<file path="src/hw/dspb_defs.vh">
// Register map, limits and reset values of the drive setpoint parameter bank
`ifndef DSPB_DEFS_VH
`define DSPB_DEFS_VH

// Register indices (byte address is four times the index)
`define DSPB_IX_DECEL_SHAPE     14'h127e
`define DSPB_IX_CUR_SF_HI       14'h1281
`define DSPB_IX_CUR_SF_LO       14'h1282
`define DSPB_IX_CUR_EF_HI       14'h1283
`define DSPB_IX_CUR_EF_LO       14'h1284
`define DSPB_IX_CUR_SPCT        14'h1285
`define DSPB_IX_CUR_EPCT        14'h1286
`define DSPB_IX_CUR_SF_SEL      14'h1287
`define DSPB_IX_BIP_SF_HI       14'h128d
`define DSPB_IX_BIP_SF_LO       14'h128e
`define DSPB_IX_BIP_EF_HI       14'h128f
`define DSPB_IX_BIP_EF_LO       14'h1290
`define DSPB_IX_BIP_SPCT        14'h1291
`define DSPB_IX_BIP_EPCT        14'h1292
`define DSPB_IX_ACC_CONST       14'h12a5
`define DSPB_IX_DEC_CONST       14'h12a6
`define DSPB_IX_SRC_FIRST       14'h12af
`define DSPB_IX_SRC_SECOND      14'h12b0
`define DSPB_IX_COMBINE_OP      14'h12b1
`define DSPB_IX_ADD_HI          14'h12b3
`define DSPB_IX_ADD_LO          14'h12b4
`define DSPB_IX_ADD_SIGN        14'h12b5
`define DSPB_IX_ELS_R1          14'h12b9
`define DSPB_IX_ELS_R2          14'h12ba
`define DSPB_IX_ELS_DR1         14'h12bb
`define DSPB_IX_ELS_DR2         14'h12bc

// Storage slots
`define DSPB_NREG               26
`define DSPB_S_DECEL_SHAPE      5'h00
`define DSPB_S_CUR_SF_HI        5'h01
`define DSPB_S_CUR_SF_LO        5'h02
`define DSPB_S_CUR_EF_HI        5'h03
`define DSPB_S_CUR_EF_LO        5'h04
`define DSPB_S_CUR_SPCT         5'h05
`define DSPB_S_CUR_EPCT         5'h06
`define DSPB_S_CUR_SF_SEL       5'h07
`define DSPB_S_BIP_SF_HI        5'h08
`define DSPB_S_BIP_SF_LO        5'h09
`define DSPB_S_BIP_EF_HI        5'h0a
`define DSPB_S_BIP_EF_LO        5'h0b
`define DSPB_S_BIP_SPCT         5'h0c
`define DSPB_S_BIP_EPCT         5'h0d
`define DSPB_S_ACC_CONST        5'h0e
`define DSPB_S_DEC_CONST        5'h0f
`define DSPB_S_SRC_FIRST        5'h10
`define DSPB_S_SRC_SECOND       5'h11
`define DSPB_S_COMBINE_OP       5'h12
`define DSPB_S_ADD_HI           5'h13
`define DSPB_S_ADD_LO           5'h14
`define DSPB_S_ADD_SIGN         5'h15
`define DSPB_S_ELS_R1           5'h16
`define DSPB_S_ELS_R2           5'h17
`define DSPB_S_ELS_DR1          5'h18
`define DSPB_S_ELS_DR2          5'h19
`define DSPB_S_NONE             5'h1f

// Value limits
`define DSPB_MAX_CURVE          16'h0004
`define DSPB_MAX_FREQ           32'h00009c40
`define DSPB_MIN_FREQ_S         32'hffff63c0
`define DSPB_MAX_PCT            16'h0064
`define DSPB_MIN_PCT_S          16'hff9c
`define DSPB_MAX_BIT            16'h0001
`define DSPB_MIN_CONST          16'h0001
`define DSPB_MAX_CONST          16'h000a
`define DSPB_MAX_SOURCE         16'h0007
`define DSPB_MAX_OP             16'h0002
`define DSPB_MAX_RATIO          16'h0032

// Combine operator and sign codes
`define DSPB_OP_ADD             2'h0
`define DSPB_OP_SUB             2'h1
`define DSPB_OP_MUL             2'h2
`define DSPB_SIGN_SUB           1'h1

// Reset values
`define DSPB_RST_ZERO           16'h0000
`define DSPB_RST_PCT_END        16'h0064
`define DSPB_RST_BIP_PCT_START  16'hff9c
`define DSPB_RST_CONST          16'h0001

`endif

</file>
<file path="src/hw/dspb_bank.v">
// APB register bank holding drive setpoint parameters and the combined target
//
// Function
// Both frequency source selectors accept codes 0 to 7 only.
// Combine operator: 0 adds, 1 subtracts second from first, 2 multiplies.
// Added frequency offset holds 0 to 40000, split high then low word.
// Offset sign 0 adds offset to command, 1 subtracts it.
// Deceleration curve accepts acceleration curve codes, 4 meaning EL-S curve.
// Acceleration and deceleration curve constants accept 1 to 10.
// Four EL-S ratio registers accept 0 to 50 percent.
// Current input start and end frequencies hold 0 to 40000 as word pairs.
// Current input start and end percentages within 0 to 100, start not above end.
// Current input start select: 0 external start frequency, 1 start at 0 Hz.
// Bipolar input start and end frequencies hold signed -40000 to 40000 pairs.
// Bipolar input percentages within -100 to 100, start not above end.
// Out of range writes and reserved addresses leave parameters unchanged.
//
// Implementation choice: the APB register port.
`timescale 1ns/1ps
`default_nettype none
`include "dspb_defs.vh"

module dspb_bank (
  // Clock, reset and enable
  input  wire        pclk,
  input  wire        presetn,
  input  wire        ce,
  // APB slave
  input  wire        psel,
  input  wire        penable,
  input  wire        pwrite,
  input  wire [15:0] paddr,
  input  wire [31:0] pwdata,
  output wire [31:0] prdata,
  output wire        pready,
  output wire        pslverr,
  // Frequencies of the two selected sources
  input  wire [15:0] src_first_freq,
  input  wire [15:0] src_second_freq,
  // Combined target frequency
  output wire [33:0] target_freq,
  // Parameter outputs
  output wire [2:0]  decel_curve_shape,
  output wire [31:0] cur_in_start_freq,
  output wire [31:0] cur_in_end_freq,
  output wire [6:0]  cur_in_start_pct,
  output wire [6:0]  cur_in_end_pct,
  output wire        cur_in_start_freq_select,
  output wire [31:0] bipolar_in_start_freq,
  output wire [31:0] bipolar_in_end_freq,
  output wire [15:0] bipolar_in_start_pct,
  output wire [15:0] bipolar_in_end_pct,
  output wire [3:0]  accel_curve_constant,
  output wire [3:0]  decel_curve_constant,
  output wire [2:0]  freq_source_first,
  output wire [2:0]  freq_source_second,
  output wire [1:0]  source_combine_op,
  output wire [31:0] added_freq_offset,
  output wire        added_freq_sign,
  output wire [5:0]  els_ratio_one,
  output wire [5:0]  els_ratio_two,
  output wire [5:0]  els_decel_ratio_one,
  output wire [5:0]  els_decel_ratio_two
);

  ////////////////////////////////////////////////////////////////////////////
  // Decoding

  function [4:0] slot_of;
    input [13:0] ix;
    begin
      case (ix)
        `DSPB_IX_DECEL_SHAPE: slot_of = `DSPB_S_DECEL_SHAPE;
        `DSPB_IX_CUR_SF_HI:   slot_of = `DSPB_S_CUR_SF_HI;
        `DSPB_IX_CUR_SF_LO:   slot_of = `DSPB_S_CUR_SF_LO;
        `DSPB_IX_CUR_EF_HI:   slot_of = `DSPB_S_CUR_EF_HI;
        `DSPB_IX_CUR_EF_LO:   slot_of = `DSPB_S_CUR_EF_LO;
        `DSPB_IX_CUR_SPCT:    slot_of = `DSPB_S_CUR_SPCT;
        `DSPB_IX_CUR_EPCT:    slot_of = `DSPB_S_CUR_EPCT;
        `DSPB_IX_CUR_SF_SEL:  slot_of = `DSPB_S_CUR_SF_SEL;
        `DSPB_IX_BIP_SF_HI:   slot_of = `DSPB_S_BIP_SF_HI;
        `DSPB_IX_BIP_SF_LO:   slot_of = `DSPB_S_BIP_SF_LO;
        `DSPB_IX_BIP_EF_HI:   slot_of = `DSPB_S_BIP_EF_HI;
        `DSPB_IX_BIP_EF_LO:   slot_of = `DSPB_S_BIP_EF_LO;
        `DSPB_IX_BIP_SPCT:    slot_of = `DSPB_S_BIP_SPCT;
        `DSPB_IX_BIP_EPCT:    slot_of = `DSPB_S_BIP_EPCT;
        `DSPB_IX_ACC_CONST:   slot_of = `DSPB_S_ACC_CONST;
        `DSPB_IX_DEC_CONST:   slot_of = `DSPB_S_DEC_CONST;
        `DSPB_IX_SRC_FIRST:   slot_of = `DSPB_S_SRC_FIRST;
        `DSPB_IX_SRC_SECOND:  slot_of = `DSPB_S_SRC_SECOND;
        `DSPB_IX_COMBINE_OP:  slot_of = `DSPB_S_COMBINE_OP;
        `DSPB_IX_ADD_HI:      slot_of = `DSPB_S_ADD_HI;
        `DSPB_IX_ADD_LO:      slot_of = `DSPB_S_ADD_LO;
        `DSPB_IX_ADD_SIGN:    slot_of = `DSPB_S_ADD_SIGN;
        `DSPB_IX_ELS_R1:      slot_of = `DSPB_S_ELS_R1;
        `DSPB_IX_ELS_R2:      slot_of = `DSPB_S_ELS_R2;
        `DSPB_IX_ELS_DR1:     slot_of = `DSPB_S_ELS_DR1;
        `DSPB_IX_ELS_DR2:     slot_of = `DSPB_S_ELS_DR2;
        default:              slot_of = `DSPB_S_NONE;
      endcase
    end
  endfunction

  // High word of a 32-bit pair; its low word sits in the next slot
  function is_hi;
    input [4:0] s;
    begin
      is_hi = (s == `DSPB_S_CUR_SF_HI) || (s == `DSPB_S_CUR_EF_HI) ||
              (s == `DSPB_S_BIP_SF_HI) || (s == `DSPB_S_BIP_EF_HI) ||
              (s == `DSPB_S_ADD_HI);
    end
  endfunction

  function is_lo;
    input [4:0] s;
    begin
      is_lo = is_hi(s - 5'h01) && (s != `DSPB_S_DECEL_SHAPE);
    end
  endfunction

  function [15:0] rst_val;
    input [4:0] s;
    begin
      case (s)
        `DSPB_S_CUR_EPCT, `DSPB_S_BIP_EPCT:   rst_val = `DSPB_RST_PCT_END;
        `DSPB_S_BIP_SPCT:                     rst_val = `DSPB_RST_BIP_PCT_START;
        `DSPB_S_ACC_CONST, `DSPB_S_DEC_CONST: rst_val = `DSPB_RST_CONST;
        default:                              rst_val = `DSPB_RST_ZERO;
      endcase
    end
  endfunction

  ////////////////////////////////////////////////////////////////////////////
  // Bus decode and checking

  reg  [15:0] regs_q [0:`DSPB_NREG-1];
  reg  [31:0] prdata_q;
  reg         pready_q;
  reg         pslverr_q;
  reg  [15:0] pend_q;
  reg  [4:0]  pend_slot_q;
  reg         pend_vld_q;
  reg  [33:0] target_q;

  // Address must be word aligned to hit a register
  wire [4:0]  slot = (paddr[1:0] == 2'h0) ? slot_of(paddr[15:2]) : `DSPB_S_NONE;
  wire        hit = (slot != `DSPB_S_NONE);
  wire        access = psel && penable && !pready_q;
  wire        done = psel && penable && pready_q;
  wire [15:0] wdata = pwdata[15:0];
  wire        pend_match = pend_vld_q && (pend_slot_q == slot - 5'h01);
  // A low word pairs with the staged high word, else the stored one
  wire [15:0] hi_word = pend_match ? pend_q : regs_q[slot - 5'h01];
  wire        wr_ok;

  dspb_wchk u_wchk (
    .slot     (slot),
    .wdata    (wdata),
    .hi_word  (hi_word),
    .cur_spct (regs_q[`DSPB_S_CUR_SPCT]),
    .cur_epct (regs_q[`DSPB_S_CUR_EPCT]),
    .bip_spct (regs_q[`DSPB_S_BIP_SPCT]),
    .bip_epct (regs_q[`DSPB_S_BIP_EPCT]),
    .ok       (wr_ok)
  );

  ////////////////////////////////////////////////////////////////////////////
  // APB handshake: answer one cycle into the access phase

  always @(posedge pclk or negedge presetn) begin
    if (!presetn) begin
      pready_q  <= 1'b0;
      pslverr_q <= 1'b0;
      prdata_q  <= 32'h00000000;
    end else if (ce) begin
      if (access) begin
        pready_q  <= 1'b1;
        pslverr_q <= !hit || (pwrite && !wr_ok);
        prdata_q  <= (hit && !pwrite) ? {16'h0000, regs_q[slot]} : 32'h00000000;
      end else begin
        pready_q  <= 1'b0;
        pslverr_q <= 1'b0;
      end
    end
  end

  ////////////////////////////////////////////////////////////////////////////
  // Register storage
  // High words are staged and committed only with a valid low word, so a
  // pair never shows a half-updated value that lies outside its range.

  wire commit = done && pwrite && !pslverr_q;

  genvar g;
  generate
    for (g = 0; g < `DSPB_NREG; g = g + 1) begin : g_reg
      always @(posedge pclk or negedge presetn) begin
        if (!presetn) begin
          regs_q[g] <= rst_val(g[4:0]);
        end else if (ce && commit) begin
          if (slot == g[4:0] && !is_hi(slot)) begin
            regs_q[g] <= wdata;
          end else if (is_lo(slot) && slot == g[4:0] + 5'h01) begin
            regs_q[g] <= hi_word;
          end
        end
      end
    end
  endgenerate

  always @(posedge pclk or negedge presetn) begin
    if (!presetn) begin
      pend_q      <= `DSPB_RST_ZERO;
      pend_slot_q <= `DSPB_S_NONE;
      pend_vld_q  <= 1'b0;
    end else if (ce && done && pwrite) begin
      if (!pslverr_q && is_hi(slot)) begin
        pend_q      <= wdata;
        pend_slot_q <= slot;
        pend_vld_q  <= 1'b1;
      end else if (is_lo(slot) && pend_match) begin
        // Accepted or refused, the staged high word is used up
        pend_vld_q  <= 1'b0;
      end
    end
  end

  ////////////////////////////////////////////////////////////////////////////
  // Target frequency from the two sources and the offset

  wire [31:0] add_off = {regs_q[`DSPB_S_ADD_HI], regs_q[`DSPB_S_ADD_LO]};
  reg  [33:0] comb_d;
  reg  [33:0] target_d;

  always @* begin
    case (regs_q[`DSPB_S_COMBINE_OP][1:0])
      `DSPB_OP_ADD: comb_d = {18'h00000, src_first_freq} + {18'h00000, src_second_freq};
      `DSPB_OP_SUB: comb_d = {18'h00000, src_first_freq} - {18'h00000, src_second_freq};
      `DSPB_OP_MUL: comb_d = {18'h00000, src_first_freq} * {18'h00000, src_second_freq};
      default:      comb_d = 34'h000000000;
    endcase
    if (regs_q[`DSPB_S_ADD_SIGN][0] == `DSPB_SIGN_SUB) begin
      target_d = comb_d - {2'h0, add_off};
    end else begin
      target_d = comb_d + {2'h0, add_off};
    end
  end

  always @(posedge pclk or negedge presetn) begin
    if (!presetn) begin
      target_q <= 34'h000000000;
    end else if (ce) begin
      target_q <= target_d;
    end
  end

  ////////////////////////////////////////////////////////////////////////////
  // Outputs

  assign prdata                   = prdata_q;
  assign pready                   = pready_q;
  assign pslverr                  = pslverr_q;
  assign target_freq              = target_q;
  assign decel_curve_shape        = regs_q[`DSPB_S_DECEL_SHAPE][2:0];
  assign cur_in_start_freq        = {regs_q[`DSPB_S_CUR_SF_HI], regs_q[`DSPB_S_CUR_SF_LO]};
  assign cur_in_end_freq          = {regs_q[`DSPB_S_CUR_EF_HI], regs_q[`DSPB_S_CUR_EF_LO]};
  assign cur_in_start_pct         = regs_q[`DSPB_S_CUR_SPCT][6:0];
  assign cur_in_end_pct           = regs_q[`DSPB_S_CUR_EPCT][6:0];
  assign cur_in_start_freq_select = regs_q[`DSPB_S_CUR_SF_SEL][0];
  assign bipolar_in_start_freq    = {regs_q[`DSPB_S_BIP_SF_HI], regs_q[`DSPB_S_BIP_SF_LO]};
  assign bipolar_in_end_freq      = {regs_q[`DSPB_S_BIP_EF_HI], regs_q[`DSPB_S_BIP_EF_LO]};
  assign bipolar_in_start_pct     = regs_q[`DSPB_S_BIP_SPCT];
  assign bipolar_in_end_pct       = regs_q[`DSPB_S_BIP_EPCT];
  assign accel_curve_constant     = regs_q[`DSPB_S_ACC_CONST][3:0];
  assign decel_curve_constant     = regs_q[`DSPB_S_DEC_CONST][3:0];
  assign freq_source_first        = regs_q[`DSPB_S_SRC_FIRST][2:0];
  assign freq_source_second       = regs_q[`DSPB_S_SRC_SECOND][2:0];
  assign source_combine_op        = regs_q[`DSPB_S_COMBINE_OP][1:0];
  assign added_freq_offset        = add_off;
  assign added_freq_sign          = regs_q[`DSPB_S_ADD_SIGN][0];
  assign els_ratio_one            = regs_q[`DSPB_S_ELS_R1][5:0];
  assign els_ratio_two            = regs_q[`DSPB_S_ELS_R2][5:0];
  assign els_decel_ratio_one      = regs_q[`DSPB_S_ELS_DR1][5:0];
  assign els_decel_ratio_two      = regs_q[`DSPB_S_ELS_DR2][5:0];

endmodule
`default_nettype wire

</file>
<file path="src/hw/dspb_wchk.v">
// Write value range checker for the drive setpoint parameter bank
`timescale 1ns/1ps
`default_nettype none
`include "dspb_defs.vh"

module dspb_wchk (
  // Write being checked
  input  wire [4:0]  slot,
  input  wire [15:0] wdata,
  input  wire [15:0] hi_word,
  // Stored percentage pairs
  input  wire [15:0] cur_spct,
  input  wire [15:0] cur_epct,
  input  wire [15:0] bip_spct,
  input  wire [15:0] bip_epct,
  // Verdict
  output reg         ok
);

  wire [31:0] pair_u = {hi_word, wdata};
  wire signed [31:0] pair_s = {hi_word, wdata};
  wire signed [15:0] wd_s = wdata;

  always @* begin
    case (slot)
      `DSPB_S_DECEL_SHAPE: ok = (wdata <= `DSPB_MAX_CURVE);
      `DSPB_S_CUR_SF_HI, `DSPB_S_CUR_EF_HI, `DSPB_S_BIP_SF_HI, `DSPB_S_BIP_EF_HI,
      `DSPB_S_ADD_HI: ok = 1'b1;
      `DSPB_S_CUR_SF_LO, `DSPB_S_CUR_EF_LO: ok = (pair_u <= `DSPB_MAX_FREQ);
      `DSPB_S_ADD_LO: ok = (pair_u <= `DSPB_MAX_FREQ);
      `DSPB_S_BIP_SF_LO, `DSPB_S_BIP_EF_LO: begin
        ok = (pair_s >= $signed(`DSPB_MIN_FREQ_S)) && (pair_s <= $signed(`DSPB_MAX_FREQ));
      end
      `DSPB_S_CUR_SPCT: ok = (wdata <= `DSPB_MAX_PCT) && (wdata <= cur_epct);
      `DSPB_S_CUR_EPCT: ok = (wdata <= `DSPB_MAX_PCT) && (wdata >= cur_spct);
      `DSPB_S_BIP_SPCT: begin
        ok = (wd_s >= $signed(`DSPB_MIN_PCT_S)) && (wd_s <= $signed(bip_epct));
      end
      `DSPB_S_BIP_EPCT: begin
        ok = (wd_s <= $signed(`DSPB_MAX_PCT)) && (wd_s >= $signed(bip_spct));
      end
      `DSPB_S_CUR_SF_SEL: ok = (wdata <= `DSPB_MAX_BIT);
      `DSPB_S_ADD_SIGN: ok = (wdata <= `DSPB_MAX_BIT);
      `DSPB_S_ACC_CONST, `DSPB_S_DEC_CONST: begin
        ok = (wdata >= `DSPB_MIN_CONST) && (wdata <= `DSPB_MAX_CONST);
      end
      `DSPB_S_SRC_FIRST, `DSPB_S_SRC_SECOND: ok = (wdata <= `DSPB_MAX_SOURCE);
      `DSPB_S_COMBINE_OP: ok = (wdata <= `DSPB_MAX_OP);
      `DSPB_S_ELS_R1, `DSPB_S_ELS_R2, `DSPB_S_ELS_DR1, `DSPB_S_ELS_DR2: begin
        ok = (wdata <= `DSPB_MAX_RATIO);
      end
      default: ok = 1'b0;
    endcase
  end

endmodule
`default_nettype wire

</file>
<file path="config.mk">
export PLATFORM = sky130hd
export DESIGN_NAME = dspb_bank
export DESIGN_NICKNAME = d
export VERILOG_FILES = /design/src/hw/dspb_bank.v /design/src/hw/dspb_wchk.v
export VERILOG_INCLUDE_DIRS = /design/src /design/src/hw
export SDC_FILE = /design/constraint.sdc
export NUM_CORES = 2
export LEC_CHECK = 0
export ABC_AREA = 0
export BUFFER_PORTS_ARGS = -buffer_cell sky130_fd_sc_hd__buf_2
export CORE_AREA = 2 2 480 339
export DETAILED_ROUTE_END_ITERATION = 16
export DIE_AREA = 0 0 482 341
export HOLD_SLACK_MARGIN = 0.1
export PLACE_DENSITY = 0.42
export SLEW_MARGIN = 40
export SYNTH_ARGS = -nofsm -noshare
export SYNTH_HDL_FRONTEND = slang
export SYNTH_HIERARCHICAL = 1
export SYNTH_SLANG_ARGS = --single-unit
</file>
<file path="constraint.sdc">
create_clock -name pclk -period 6.65 [get_ports pclk]
set_clock_uncertainty 0.1 [all_clocks]
set_input_delay 1.33 -clock pclk [delete_from_list [all_inputs] [get_ports pclk]]
set_output_delay 1.33 -clock pclk [all_outputs]
set_load 0.005 [all_outputs]
</file>
==> flow_summary.toml <==
[setup_path]
crit_path_end = "target_freq[29]"
startpoint = "src_second_freq[4]"
reg2reg_slack_ps = 1480
reg2regPathDepth = 23
r2r_end = "target_freq[30]"
end_kind = "register"
setup.worst_path.start_class = "input pin"
cpPeakStageDelay_ps = 550
path_max_fanout = 5
worst-setup-path-type = "in -> reg"
r2r_start = "added_freq_offset[3]"
crit_top_cell = "fa_1"
arrival_ps = 8860
required_ps = 7110
cp_slowest_cell = "fa_2"

[clocking]
cts_hold_buf = 0
cts_inserted_buffers = 56
clock_latency_ps = 730
ctsRootBufferMaster = "clkbuf_16"
htree_levels = 2
cts_tree = "yes"
clk_pin_slew_ps = 60
clock-sinks = 490
clock_path_buffers = 3

[placement]
numPortBuffers = 372
gp_congestion = 0.9398
dpl.hpwl_um = 188200
dp.cells = 8377
postPlaceCellArea_sq_mm = 0.05478

[synth]
yosysWarnings = 6
synth_area_leader_cell = "dfrtp_1"
postSynthCellCount = 5820
syn_area_sq_mm = 0.04759
synth-seq-area-share_pct = 25.83
yosys_most_used_dff = "dfrtp_1"
syn_area_per_cell_sq_um = 8.176
synth_seq_cells = 490
yosys-top-cells-area = "dfrtp_1, fa_1, nand2_1"
synth_edf_count = 0
synth_cell_types = 118
async_reset_ff_share_pct = 100.0
synth_top_cell_area_share_pct = 24.45

[floorplan]
core_area_sq_mm = 0.1597
rows = 123
ios = 405
die_w_um = 482
die_area_sq_mm = 0.1644
start_util_pct = 29.79
die_y_um = 341

[sta]
setup_viol = 23
hold_viol = 0
layout_setup_ws_ps = -1754
fin_crit_sh_pct = 126.4
rsz0062_at_grt = "true"
final-max-slew-violation-count = 0
tightestPinTransition_ps = 919.2
timing.fmax_mhz = 119.0
holdWs_ps = 377.1
post-route-min-period_ps = 8404
slew_headroom_pct = 38.72

[layout]
final_cell_mix = "nand2_1, buf_4, dfrtp_1"
syn2layout_area_growth_pct = 21.31
final_cell_area_sq_mm = 0.05773
stdcell_count = 8512
layout-drive-gt1-share_pct = 25.56
final_common_cell = "nand2_1"
nNetsFinal = 6861

[pwr]
finalPower_w = 0.01515
vdd_drop_max_v = 0.0005907
power_density_mw_per_mm2 = 262.4
leakage_nw = 26.98

[global_routing]
grt_pass1_wl_um = 347800
antenna_found_initial = 14
grt_pass1_vias = 44930
grt_overflow = 0
grt_util_all_layers_pct = 29.15
grt_max_degree = 122

[min_path]
min_delay_path_depth = 2
hold_path.class = "reg -> reg"

[detailed_routing]
dr.pass1.iters = 6
remaining_drc_errors = 0
drt_wl_total_um = 245200
drtAntennaViolNets = 0
via_per_inst = 5.595
vias = 47630
wire_per_inst_um = 28.81
drtIter0Drc = 5827

[run_status]
status = "complete, but fails checks"
violations = "setup timing"

[flow_run]
drv_cap = 0
==> worst min path at each step <==
stage               slack [ps]   startpoint          end
global placement           360    prdata[4]    prdata[4]
finish                     380   prdata[13]   prdata[13]
floorplan                  360  regs_q[152]  regs_q[152]
detailed placement         370   prdata[13]   prdata[13]
CTS                        380   prdata[13]   prdata[13]
global route               410   prdata[13]   prdata[13]
==> power breakdown <==
group	switching [W]	total, W	internal [W]	leakage (nW)
Clock	0.00157	0.00355	0.00198	0.973
Sequential	0.0000754	0.00313	0.00306	6.69
Combinational	0.00432	0.00847	0.00415	19.3
==> synthesized netlist by cell type (49+ instances only) <==
library cell / number
a211oi_1: 58
a21o_1: 49
a21oi_1: 383
a221oi_1: 49
a31oi_1: 120
and2_1: 123
and3_1: 99
buf_2: 61
buf_4: 287
clkbuf_1: 298
dfrtp_1: 465
fa_1: 197
ha_1: 239
inv_1: 407
mux2_2: 65
mux2i_1: 162
mux4_2: 61
nand2_1: 885
nand3_1: 117
nand4_1: 49
nor2_1: 349
nor3_1: 88
o21ai_0: 381
o21ai_1: 81
o221ai_1: 64
o22ai_1: 58
xnor2_1: 83
==> worst max-delay path: cells and delay by family <==
| kind | cells | cell delay (ps) |
|---|---|---|
| buffers and inverters | 8 | 700 |
| multiplexers | 1 | 260 |
| XOR/XNOR | 2 | 260 |
| AO/OA/AOI/OAI | 12 | 2260 |
| adder cells (fa/ha/maj) | 8 | 3460 |
| AND/OR/NAND/NOR | 5 | 570 |
==> cells by family (layout without fill, tap and decap cells) <==
family | after synthesis | after routing | share of synthesized area (%)
AO/OA/AOI/OAI | 1525 | 1525 | 20.34
XOR/XNOR | 111 | 111 | 2.072
adder cells (fa/ha/maj) | 436 | 436 | 14.57
buffers and inverters | 1088 | 1638 | 11.19
flip-flops | 490 | 490 | 25.83
multiplexers | 289 | 289 | 7.862
other | 1 | 18 | 0.007880
AND/OR/NAND/NOR | 1880 | 1880 | 18.13
==> per-stage QoR <==
step	util [%]	worst slack (ps)	setup TNS, ps
floorplan	-	-1917	-28650
CTS	35.91	-1722	-25630
global placement	34.23	-2621	-47440
global route	36.14	-2121	-33210
finish	36.14	-1754	-26650
detailed placement	34.29	-2643	-48690
==> state kept, by name (all words and copies together), names as in the netlist, 7 cells and up <==
name,cells
regs_q,165
target_freq,34
added_freq_offset,32
bipolar_in_end_freq,32
bipolar_in_start_freq,32
cur_in_end_freq,32
cur_in_start_freq,32
bipolar_in_end_pct,16
bipolar_in_start_pct,16
pend_q,16
prdata,16
cur_in_end_pct,7
cur_in_start_pct,7
==> metal layers <==
layer	wire length [um]	track usage [%]	up-vias
met5	53	0	-
met4	5249	5.729	8
met3	25820	7.070	273
met2	97710	40.17	2431
met1	116400	45.25	23750
li1	-	-	21170
==> final cells by class <==
cell class                 count  area, sq um
clock buffer                  75         1603
timing repair buffer        1121         8197
antenna                        2        5.005
multi-input combinational   4257        30990
sequential                   490        12290
clock inverter                29        411.6
tap                         2125         2659
fill                       16710       102000
inverter                     413         1567
==> what timing repair did <==
| item | in CTS | in global routing |
|---|---|---|
| buffers inserted | 19 | 10 |
| resized for setup | 107 | 47 |
| setup endpoints to repair | 25 | 25 |
| pin swaps | 58 | 46 |
No activity file was read; power rests on OpenSTA's default activity.
